## src/common/gpu_pkg.sv

```systemverilog
`default_nettype none
package gpu_pkg;
    // Register byte offsets, one aligned word each
    localparam logic [5:0] OFF_PA_DATA = 6'h00;
    localparam logic [5:0] OFF_PA_DIR = 6'h04;
    localparam logic [5:0] OFF_PA_PULLUP = 6'h08;
    localparam logic [5:0] OFF_PA_WAKE = 6'h0c;
    localparam logic [5:0] OFF_PB_DATA = 6'h10;
    localparam logic [5:0] OFF_PB_DIR = 6'h14;
    localparam logic [5:0] OFF_PB_PULLUP = 6'h18;
    localparam logic [5:0] OFF_PC_DATA = 6'h20;
    localparam logic [5:0] OFF_PC_DIR = 6'h24;
    localparam logic [5:0] OFF_PC_PULLUP = 6'h28;
    localparam logic [5:0] OFF_PD_DATA = 6'h30;
    localparam logic [5:0] OFF_PD_DIR = 6'h34;
    localparam logic [5:0] OFF_PD_PULLUP = 6'h38;
    localparam logic [5:0] OFF_BIT_OP = 6'h3c;
    localparam logic [5:0] OFF_SLEEP = 6'h2c;
    // Bit-op command word fields
    localparam int BITOP_IDX_LSB = 0;
    localparam int BITOP_PORT_LSB = 4;
    localparam int BITOP_SET_BIT = 8;
    // Reset values
    localparam logic [7:0] RST_DATA = 8'hff;
    localparam logic [7:0] RST_DIR = 8'hff;
    localparam logic [7:0] RST_ZERO = 8'h00;
    // Masks of implemented bits
    localparam logic [7:0] MASK_PA_PULLUP = 8'h7f;
    localparam logic [7:0] MASK_PB = 8'h3f;
    localparam logic [7:0] MASK_PD = 8'h0f;
    localparam logic [7:0] MASK_PC_NARROW = 8'h0f;
    localparam logic [7:0] MASK_FULL = 8'hff;
    // Per-port pin control carrier
    typedef struct packed {
        logic [7:0] driveEn;
        logic [7:0] driveVal;
        logic [7:0] pullEn;
    } gpu_pin_ctl_t;
endpackage
`default_nettype wire

```

## src/verilog/gpu_ports.sv

```systemverilog
// Notes on behaviour
// - Port reads sample synchronised pin level at the read strobe, no earlier latch
// - Output latch holds its value until software writes it again
// - Direction bit 1 makes pin input, 0 makes it a driven output
// - Input pins read back the pin level
// - Output pins read back the pin status, not the latch
// - Direction can be rewritten any time and takes effect next cycle
// - Pull-up enable bit 1 connects weak pull-up, 0 disconnects
// - Pull-up only acts while the pin is an input
// - Port A bit seven has no pull-up; its bit is unimplemented
// - Halt command enters sleep with the core clock gated off
// - In sleep, a falling edge on an enabled Port A pin wakes
// - Each Port A pin has its own wake enable bit
// - Unimplemented direction, pull-up and wake bits read as zero
// - Reset clears wake and pull-up; sets implemented direction bits
// - Reset sets data latches and direction registers high
// - Bit set or clear reads whole port, modifies bit, writes all back
//
// Register access over Avalon-MM and the address map were chosen for this implementation.
`default_nettype none
module gpu_ports #(
    parameter bit PC_WIDE = 1'b1 // Port C has eight pins when set, four otherwise
) (
    input wire logic clk, // 20 MHz system clock
    input wire logic reset, // Synchronous, active high
    input wire logic [5:0] avs_address, // Byte address
    input wire logic avs_read, // Read request
    input wire logic avs_write, // Write request
    input wire logic [31:0] avs_writedata, // Write data
    input wire logic [3:0] avs_byteenable, // Byte lanes
    output logic [31:0] avs_readdata, // Read data, registered
    output logic avs_waitrequest, // Stall until answer ready
    input wire logic [7:0] paIn, // Port A pin levels
    output logic [7:0] paOut, // Port A drive value
    output logic [7:0] paOe, // Port A drive enable
    output logic [7:0] paPull, // Port A pull-up on
    input wire logic [7:0] pbIn, // Port B pin levels
    output logic [7:0] pbOut, // Port B drive value
    output logic [7:0] pbOe, // Port B drive enable
    output logic [7:0] pbPull, // Port B pull-up on
    input wire logic [7:0] pcIn, // Port C pin levels
    output logic [7:0] pcOut, // Port C drive value
    output logic [7:0] pcOe, // Port C drive enable
    output logic [7:0] pcPull, // Port C pull-up on
    input wire logic [7:0] pdIn, // Port D pin levels
    output logic [7:0] pdOut, // Port D drive value
    output logic [7:0] pdOe, // Port D drive enable
    output logic [7:0] pdPull, // Port D pull-up on
    output logic sleeping, // High while core clock is stopped
    output logic wakeUp // One-cycle pulse on wake
);
    localparam logic [7:0] MASK_PC = PC_WIDE ? gpu_pkg::MASK_FULL : gpu_pkg::MASK_PC_NARROW;
    // Implemented-bit masks per port
    logic [7:0] dataMask [4];
    logic [7:0] pullMask [4];
    assign dataMask[0] = gpu_pkg::MASK_FULL;
    assign dataMask[1] = gpu_pkg::MASK_PB;
    assign dataMask[2] = MASK_PC;
    assign dataMask[3] = gpu_pkg::MASK_PD;
    assign pullMask[0] = gpu_pkg::MASK_PA_PULLUP;
    assign pullMask[1] = gpu_pkg::MASK_PB;
    assign pullMask[2] = MASK_PC;
    assign pullMask[3] = gpu_pkg::MASK_PD;

    // Two-stage synchronisers on all pins; only stage two is read
    logic [7:0] pinMeta [4];
    logic [7:0] pinSync [4];
    logic [7:0] pinRaw [4];
    assign pinRaw[0] = paIn;
    assign pinRaw[1] = pbIn;
    assign pinRaw[2] = pcIn;
    assign pinRaw[3] = pdIn;

    logic [7:0] latchReg [4];
    logic [7:0] dirReg [4];
    logic [7:0] pullReg [4];
    logic [7:0] wakeReg;
    logic [7:0] pinStatus [4];
    gpu_pkg::gpu_pin_ctl_t pinCtl [4];

    // Request decode
    logic [1:0] portSel;
    logic [1:0] regSel;
    logic isPortSpace;
    logic wrAcc;
    logic [7:0] wrByte;
    logic bitOpPending;
    logic [1:0] bitOpPort;
    logic [2:0] bitOpIdx;
    logic bitOpSet;
    assign portSel = avs_address[5:4];
    assign regSel = avs_address[3:2];
    assign isPortSpace = (regSel != 2'd3);
    assign wrAcc = avs_write && !avs_waitrequest && avs_byteenable[0];
    assign wrByte = avs_writedata[7:0];

    genvar g;
    generate
        for (g = 0; g < 4; g++) begin : gPort
            // Pin synchroniser, two flops
            always_ff @(posedge clk) begin
                if (reset) begin
                    pinMeta[g] <= gpu_pkg::RST_ZERO;
                    pinSync[g] <= gpu_pkg::RST_ZERO;
                end else begin
                    pinMeta[g] <= pinRaw[g];
                    pinSync[g] <= pinMeta[g];
                end
            end

            // Pin status: level seen at the pin whichever direction
            assign pinStatus[g] = pinSync[g] & dataMask[g];

            // Output latch: only changes on a write or bit-op write-back
            always_ff @(posedge clk) begin
                if (reset) begin
                    latchReg[g] <= gpu_pkg::RST_DATA & dataMask[g];
                end else if (bitOpPending && bitOpPort == g) begin
                    // Whole port read, one bit changed, all written back
                    latchReg[g] <= next_bitop(pinStatus[g], bitOpIdx, bitOpSet) & dataMask[g];
                end else if (wrAcc && portSel == g && regSel == 2'd0) begin
                    latchReg[g] <= wrByte & dataMask[g];
                end
            end

            // Direction, changeable any time
            always_ff @(posedge clk) begin
                if (reset) begin
                    dirReg[g] <= gpu_pkg::RST_DIR & dataMask[g];
                end else if (wrAcc && portSel == g && regSel == 2'd1) begin
                    dirReg[g] <= wrByte & dataMask[g];
                end
            end

            // Pull-up enables
            always_ff @(posedge clk) begin
                if (reset) begin
                    pullReg[g] <= gpu_pkg::RST_ZERO;
                end else if (wrAcc && portSel == g && regSel == 2'd2) begin
                    pullReg[g] <= wrByte & pullMask[g];
                end
            end

            // Pin drive: 0 in direction drives CMOS output
            assign pinCtl[g].driveEn = ~dirReg[g] & dataMask[g];
            assign pinCtl[g].driveVal = latchReg[g];
            assign pinCtl[g].pullEn = pullReg[g] & dirReg[g];
        end
    endgenerate

    assign paOe = pinCtl[0].driveEn;
    assign paOut = pinCtl[0].driveVal;
    assign paPull = pinCtl[0].pullEn;
    assign pbOe = pinCtl[1].driveEn;
    assign pbOut = pinCtl[1].driveVal;
    assign pbPull = pinCtl[1].pullEn;
    assign pcOe = pinCtl[2].driveEn;
    assign pcOut = pinCtl[2].driveVal;
    assign pcPull = pinCtl[2].pullEn;
    assign pdOe = pinCtl[3].driveEn;
    assign pdOut = pinCtl[3].driveVal;
    assign pdPull = pinCtl[3].pullEn;

    function automatic logic [7:0] next_bitop(input logic [7:0] cur, input logic [2:0] idx,
                                              input logic setIt);
        logic [7:0] v;
        v = cur;
        v[idx] = setIt;
        return v;
    endfunction

    // Bit-op command: captured, then applied on the next cycle from fresh pin status
    always_ff @(posedge clk) begin
        if (reset) begin
            bitOpPending <= 1'b0;
            bitOpPort <= 2'd0;
            bitOpIdx <= 3'd0;
            bitOpSet <= 1'b0;
        end else begin
            bitOpPending <= wrAcc && avs_address == gpu_pkg::OFF_BIT_OP;
            if (wrAcc && avs_address == gpu_pkg::OFF_BIT_OP) begin
                bitOpPort <= avs_writedata[gpu_pkg::BITOP_PORT_LSB +: 2];
                bitOpIdx <= avs_writedata[gpu_pkg::BITOP_IDX_LSB +: 3];
                bitOpSet <= avs_writedata[gpu_pkg::BITOP_SET_BIT];
            end
        end
    end

    // Wake enables, one per Port A pin
    always_ff @(posedge clk) begin
        if (reset) begin
            wakeReg <= gpu_pkg::RST_ZERO;
        end else if (wrAcc && avs_address == gpu_pkg::OFF_PA_WAKE) begin
            wakeReg <= wrByte;
        end
    end

    // Sleep: halt request stops the core; falling edge on enabled pin wakes.
    // This block keeps running so it can see the edge.
    logic [7:0] paPrev;
    logic wakeHit;
    assign wakeHit = |(paPrev & ~pinSync[0] & wakeReg);
    always_ff @(posedge clk) begin
        if (reset) begin
            paPrev <= gpu_pkg::RST_ZERO;
            sleeping <= 1'b0;
            wakeUp <= 1'b0;
        end else begin
            paPrev <= pinSync[0];
            wakeUp <= 1'b0;
            if (sleeping && wakeHit) begin
                sleeping <= 1'b0;
                wakeUp <= 1'b1;
            end else if (wrAcc && avs_address == gpu_pkg::OFF_SLEEP && wrByte[0]) begin
                sleeping <= 1'b1;
            end
        end
    end

    // Read mux: pin level sampled at the first edge of the request, one cycle before the accept edge
    logic [7:0] rdByte;
    always_comb begin
        rdByte = 8'h00;
        if (avs_address == gpu_pkg::OFF_PA_WAKE) begin
            rdByte = wakeReg;
        end else if (avs_address == gpu_pkg::OFF_SLEEP) begin
            rdByte = {7'h00, sleeping};
        end else if (isPortSpace && avs_address[1:0] == 2'b00) begin
            case (regSel)
                2'd0: rdByte = pinStatus[portSel];
                2'd1: rdByte = dirReg[portSel];
                2'd2: rdByte = pullReg[portSel];
                default: rdByte = 8'h00;
            endcase
        end
    end

    // Bus slave: one wait cycle, answer on the second edge; unmapped reads give zero
    logic answerReady;
    assign avs_waitrequest = (avs_read || avs_write) && !answerReady;
    always_ff @(posedge clk) begin
        if (reset) begin
            answerReady <= 1'b0;
            avs_readdata <= 32'h0000_0000;
        end else begin
            answerReady <= (avs_read || avs_write) && !answerReady;
            if (avs_read && !answerReady) begin
                avs_readdata <= {24'h00_0000, rdByte};
            end
        end
    end
endmodule
`default_nettype wire

```

## config.mk

```make
export PLATFORM = sky130hd
export DESIGN_NAME = gpu_ports
export DESIGN_NICKNAME = d
export VERILOG_FILES = /design/src/common/gpu_pkg.sv /design/src/verilog/gpu_ports.sv
export SDC_FILE = /design/constraint.sdc
export NUM_CORES = 1
export LEC_CHECK = 0
export BUFFER_PORTS_ARGS = -buffer_cell sky130_fd_sc_hd__buf_2
export CORE_MARGIN = 2
export CORE_UTILIZATION = 52
export DETAILED_ROUTE_END_ITERATION = 7
export PLACE_DENSITY = 0.81
export SYNTH_ARGS = -nofsm -noshare
export SYNTH_HDL_FRONTEND = slang
export SYNTH_SLANG_ARGS = --single-unit
```

## constraint.sdc

```tcl
create_clock -name clk -period 3.2 [get_ports clk]
set_input_delay 0 -clock clk [delete_from_list [all_inputs] [get_ports clk]]
set_output_delay 0 -clock clk [all_outputs]
set_load 0.1 [all_outputs]
```

==> reports/qor.txt, run 1 <==
Sequential Power Share = 44.8%
Post-DP HPWL = 13600 um
switching share of power = 27.9%
slew of the pin with the lowest slew margin = 0.924 ns
largest net degree at the start of global routing = 59
Post-Route WL = 19500 um
clock tree from TritonCTS = done
final worst path period share = 79.5%
CP endpoint kind = flop
Synth Area in Compound Gates = 8.53%
Core ar. = 14400 sq um
DR WL/cell = 18.7 um
area delta synth->final = 19.9%
Filler Cells Inserted = 1128
Pre-antenna DRT Iters = 5
Layout Utilization = 63.3%
Hold Crit Depth = 4
CP arrival = 2.60 ns
Site Rows = 44
clk buf depth = 2
clk sinks = 163
Crit Path Max Fanout = 11
Placer Congestion = 0.919
final-report hold violation count = 0
Final Cell Area = 9090 sq um
post-synthesis adder-cell area fraction = 0%
largest family of logic cells by synthesized area = simple AND/OR/NAND/NOR gates
CP Class = reg -> reg
NetSw = 1410 uW
final std cells w/o fill = 1043
ant diodes = 0
# H-tree levels = 4
xor/xnor share of the synthesized area = 0%
GR Overflow Total = 0
share of cells above drive strength 1 = 23.5%
type of the most critical hold path = in -> reg
fin nets = 924
FF+latch area = 4030 sq um
part of the power in the clock network = 41.7%
CP startpoint kind = flop
Max-cap violations = 0
Post-synth EDFFs = 77
1st-iter DRT viols = 618
Distinct cells, synth = 61
most common cell in the netlist = dfxtp_1
die height = 125 um
TNS Setup = 0 ns
vias in the first global route = 5182
share of the synthesized area in the top cell type = 30.5%
pwr dens = 556 nW/um^2
RSZ-0062 raised after global routing = false
outcome = complete, no violations
simple-gate portion of the synthesized area = 22.3%
routed vias/inst = 5.43
Avg Cell Area, Syn = 10.8 sq um
Die Area = 15600 sq um
Worst Reg-to-Reg Cells = 3
die width = 125 um
DR vias = 5662
Peak supply drop = 0.411 mV
Synth area leader = edfxtp_1
leakage = 0.00380 uW
max-slew violations = 0
DRC viols = 0
post-synth design cell area = 7580 sq um
Gate power share = 13.6%
post-placement cell count = 977
synthesis-stage register bit count = 163
required time of the worst setup path = 3.25 ns
total of warnings raised by yosys = 0
Synth Instances = 701
fmax = 393 MHz
IO Port Bufs = 133
io pins = 209
Starting Density = 52.8%
top cells by instance count after synthesis = dfxtp_1, edfxtp_1, nor2b_1, nor2_1, and2_1
clk slew on worst S/H paths = 0.06 ns
Post-DP Area = 8120 sq um
post-synthesis mux area share = 7.38%
sequential fraction of the synthesis area = 53.2%
Final Skew = 0.00634 ns
asr flop ratio synth = 0%
GRT Resource Usage Total = 25.2%
initial antenna violation count = 0
first-pass GRT wire length = 29800 um
Synth area leaders = edfxtp_1, dfxtp_1, nor2b_1
Post-DRT Antenna Nets = 0
Clock Latency Late Sink = 0.43 ns
Synth Flop Type = dfxtp_1
total CTS buffers = 17
Internal = 3640 uW
fin crit period = 2.54 ns
post-cts repair resize count = 0
Slew HR = 38.3%
root buf cell = clkbuf_16
Finish-stage setup viols = 0
area occupied by multi-input gates = 3060 sq um
==> layer usage <==
metal  track usage (%)  vias up  wire, um
met3              5.24       38      2040
met4              8.99        0       446
met5                 0        -         0
met2              40.1      361      9380
li1                  -     2642         -
met1              34.2     2621      7670
==> final timing paths <==
check | startpoint | end | slack [ns]
max | answerReady | pullReg[0][5] | 0.66
min reg2reg | pinMeta[0][1] | pinSync[0][1] | 0.43
max reg2reg | answerReady | pullReg[0][5] | 0.66
min | avs_address[0] | avs_readdata[6] | 0.02
==> cell usage in the layout, fill, tap and decap left out, types with 4 or more instances in the layout <==
master	instances
a21oi_1	5
clkinv_4	4
a22oi_1	7
o21ai_0	4
conb_1	43
nand3_1	6
nand3b_1	10
and3_1	5
dlygate4sd3_1	34
clkbuf_8	4
or3_1	27
inv_1	29
mux2i_1	33
o21bai_1	7
nor2b_1	67
mux4_2	7
a221oi_2	8
nand2_1	43
dfxtp_1	86
nor3_2	6
a31oi_1	20
nor2_1	53
and2_1	52
o211ai_1	5
edfxtp_1	77
buf_2	132
clkbuf_16	21
==> kinds of logic after synthesis <==
kind of cell | Yosys count
compound gates | 80
buf+inv | 114
flops | 163
mux | 46
other cells | 1
simple gates | 297
==> stage by stage <==
step           setup slack, ns  power, uW  hold WS (ns)
2_1_floorplan             1.55       2890         0.128
5_1_grt                  0.631       5190        0.0326
3_3_place_gp             0.947       2950         0.210
4_1_cts                  0.763       5060       0.00266
3_5_place_dp             0.799       2960         0.212
6_report                 0.657       5050        0.0219
==> cell type report <==
type | instances | share of cell area, %
flip-flops and latches | 163 | 44.4
repair buffers | 169 | 11.3
clock buffers | 26 | 6.43
well taps | 184 | 2.53
inverters | 29 | 1.20
clock inverters | 6 | 0.551
multi-input cells | 466 | 33.7
==> state kept, by name, indices dropped and copies added, names as in the netlist, 2 cells and up <==
register,cells
bitOpIdx,3
pinSync,26
dirReg,26
latchReg,26
avs_readdata,8
paPrev,8
pinMeta,26
pullReg,25
wakeReg,8
bitOpPort,2
==> critical path: stages, from the launching register on <==
cell and delay, ns:
dfxtp_1 0.39, and3_1 0.55, nand2_1 0.38, o21bai_1 0.83
==> what timing repair did <==
item	CTS	global route
hold buffers	34	0
setup buffers	0	0
endpoints found under the hold margin	42	0
==> power by group through the flow <==
stage / logic (uW) / registers, uW / clock network (uW)
2_1_floorplan: 546 / 2340 / 0
3_3_place_gp: 643 / 2310 / 0
3_5_place_dp: 648 / 2310 / 0
4_1_cts: 680 / 2260 / 2120
5_1_grt: 714 / 2270 / 2210
6_report: 685 / 2260 / 2110
Power figures use the tool's default switching activity.
==> run 2: changes to the inputs <==
Clock period 3.2 ns to 2.4 ns, I/O delays scaled along.
==> reports/qor.txt, run 2 (synthesis results as in run 1) <==
Die Area = 15600 sq um (unchanged)
fmax = 459 MHz (was 393 MHz)
largest net degree at the start of global routing = 39 (was 59)
DR vias = 5766 (was 5662)
Layout Utilization = 64.2% (was 63.3%)
Post-DP Area = 8230 sq um (was 8120 sq um)
CP arrival = 2.50 ns (was 2.60 ns)
clock tree from TritonCTS = done (unchanged)
Placer Congestion = 0.931 (was 0.919)
pre-CTS setup slack = 0.503 ns (was 0.799 ns)
first-pass GRT wire length = 29500 um (was 29800 um)
fin nets = 946 (was 924)
final worst slack = 0.219 ns (was 0.657 ns)
Max-cap violations = 0 (unchanged)
die width = 125 um (unchanged)
Slew HR = 50.8% (was 38.3%)
Pre-antenna DRT Iters = 6 (was 5)
Starting Density = 52.8% (unchanged)
CP endpoint kind = flop (unchanged)
TNS Setup = 0 ns (unchanged)
ant diodes = 0 (unchanged)
initial antenna violation count = 0 (unchanged)
Core ar. = 14400 sq um (unchanged)
die height = 125 um (unchanged)
pwr dens = 716 nW/um^2 (was 556 nW/um^2)
FF+latch area = 4030 sq um (unchanged)
io pins = 209 (unchanged)
Filler Cells Inserted = 1147 (was 1128)
type of the most critical hold path = in -> reg (unchanged)
required time of the worst setup path = 2.72 ns (was 3.25 ns)
GRT Resource Usage Total = 25.1% (was 25.2%)
root buf cell = clkbuf_16 (unchanged)
Peak supply drop = 0.562 mV (was 0.411 mV)
IO Port Bufs = 133 (unchanged)
# H-tree levels = 4 (unchanged)
final-report hold violation count = 0 (unchanged)
Clock Latency Late Sink = 0.43 ns (about the same)
DRC viols = 0 (unchanged)
Post-DRT Antenna Nets = 0 (unchanged)
Final Skew = 0.00621 ns (was 0.00634 ns)
CP Class = reg -> reg (unchanged)
clk slew on worst S/H paths = 0.07 ns (was 0.06 ns)
routed vias/inst = 5.41 (was 5.43)
area occupied by multi-input gates = 3060 sq um (unchanged)
outcome = complete, no violations (unchanged)
Site Rows = 44 (unchanged)
clk sinks = 163 (unchanged)
setup repair bufs after CTS = 0 (unchanged)
Post-DP HPWL = 13800 um (was 13600 um)
clk buf depth = 2 (unchanged)
Finish-stage setup viols = 0 (unchanged)
most frequent cells in the layout = buf_2, dfxtp_1, edfxtp_1 (unchanged)
final worst path period share = 90.9% (was 79.5%)
Post-Route WL = 19700 um (was 19500 um)
max-slew violations = 0 (unchanged)
1st-iter DRT viols = 653 (was 618)
leading cell type in the layout, fill and taps excluded = buf_2 (unchanged)
RSZ-0062 raised after global routing = false (unchanged)
DR WL/cell = 18.5 um (was 18.7 um)
CP startpoint kind = flop (unchanged)
area delta synth->final = 21.6% (was 19.9%)
share of cells above drive strength 1 = 24.7% (was 23.5%)
leakage = 0.00389 uW (was 0.00380 uW)
vias in the first global route = 5311 (was 5182)
fin crit period = 2.18 ns (was 2.54 ns)
Crit Path Max Fanout = 11 (unchanged)
Final Power = 6600 uW (was 5050 uW)
slew of the pin with the lowest slew margin = 0.737 ns (was 0.924 ns)
total CTS buffers = 17 (unchanged)
GR Overflow Total = 0 (unchanged)
Final Cell Area = 9220 sq um (was 9090 sq um)
run 2: cell count changes in the layout (fill, tap and decap cells not counted), sizes merged:
cell / previous run / this run
clkinv: 4 / 3
dlygate4sd3: 34 / 41
buf: 135 / 150
inv: 31 / 37
clkbuf: 26 / 21
run 2: where the power goes:
part           internal, uW  switching [uW]  leakage (uW)
logic                   206             734       0.00227
clock network          1520            1120      0.000297
registers              2970            43.4       0.00133
total                  4700            1900       0.00389
run 2: critical path: stages, from the launching register on:
cell,delay (ns)
dfxtp_1,0.38
and3_1,0.18
buf_4,0.20
and3_1,0.42
mux2i_1,0.26
nor2_1,0.06
dlygate4sd3_1,0.56
run 2: layout make-up:
| class | instances | share of cell area (%) |
|---|---|---|
| sequential | 163 | 43.7 |
| multi-input combinational | 466 | 33.2 |
| timing repair buffer | 191 | 13.1 |
| clock buffer | 21 | 5.45 |
| tap | 184 | 2.50 |
| inverter | 29 | 1.18 |
| clock inverter | 11 | 0.882 |
run 2: what timing repair did:
| action | 4_1_cts | 5_1_grt |
|---|---|---|
| hold buffers | 41 | 0 |
| gates resized for setup | 0 | 0 |
| endpoints found under the hold margin | 51 | 0 |
run 2: through the flow:
step           hold WS, ns  instances
3_3_place_gp         0.210        992
5_1_grt             0.0159       1065
3_5_place_dp         0.213        992
6_report            0.0181       1065
2_1_floorplan        0.128        743
4_1_cts           0.000949       1065
run 2: final timing paths:
path,to,from,slack (ns),depth (start not counted)
worst max-delay path,bitOpSet,answerReady,0.22,6
worst min-delay path,wakeReg[3],avs_writedata[3],0.02,3
worst max register to register,bitOpSet,answerReady,0.22,6
worst min register to register,pinSync[0][1],pinMeta[0][1],0.43,1
run 2: per-layer routing:
layer,part of all wire (%),track usage [%]
met1,40,33.5
met2,48,39.2
met5,0,0
met4,3.4,11.3
met3,8.8,5.50
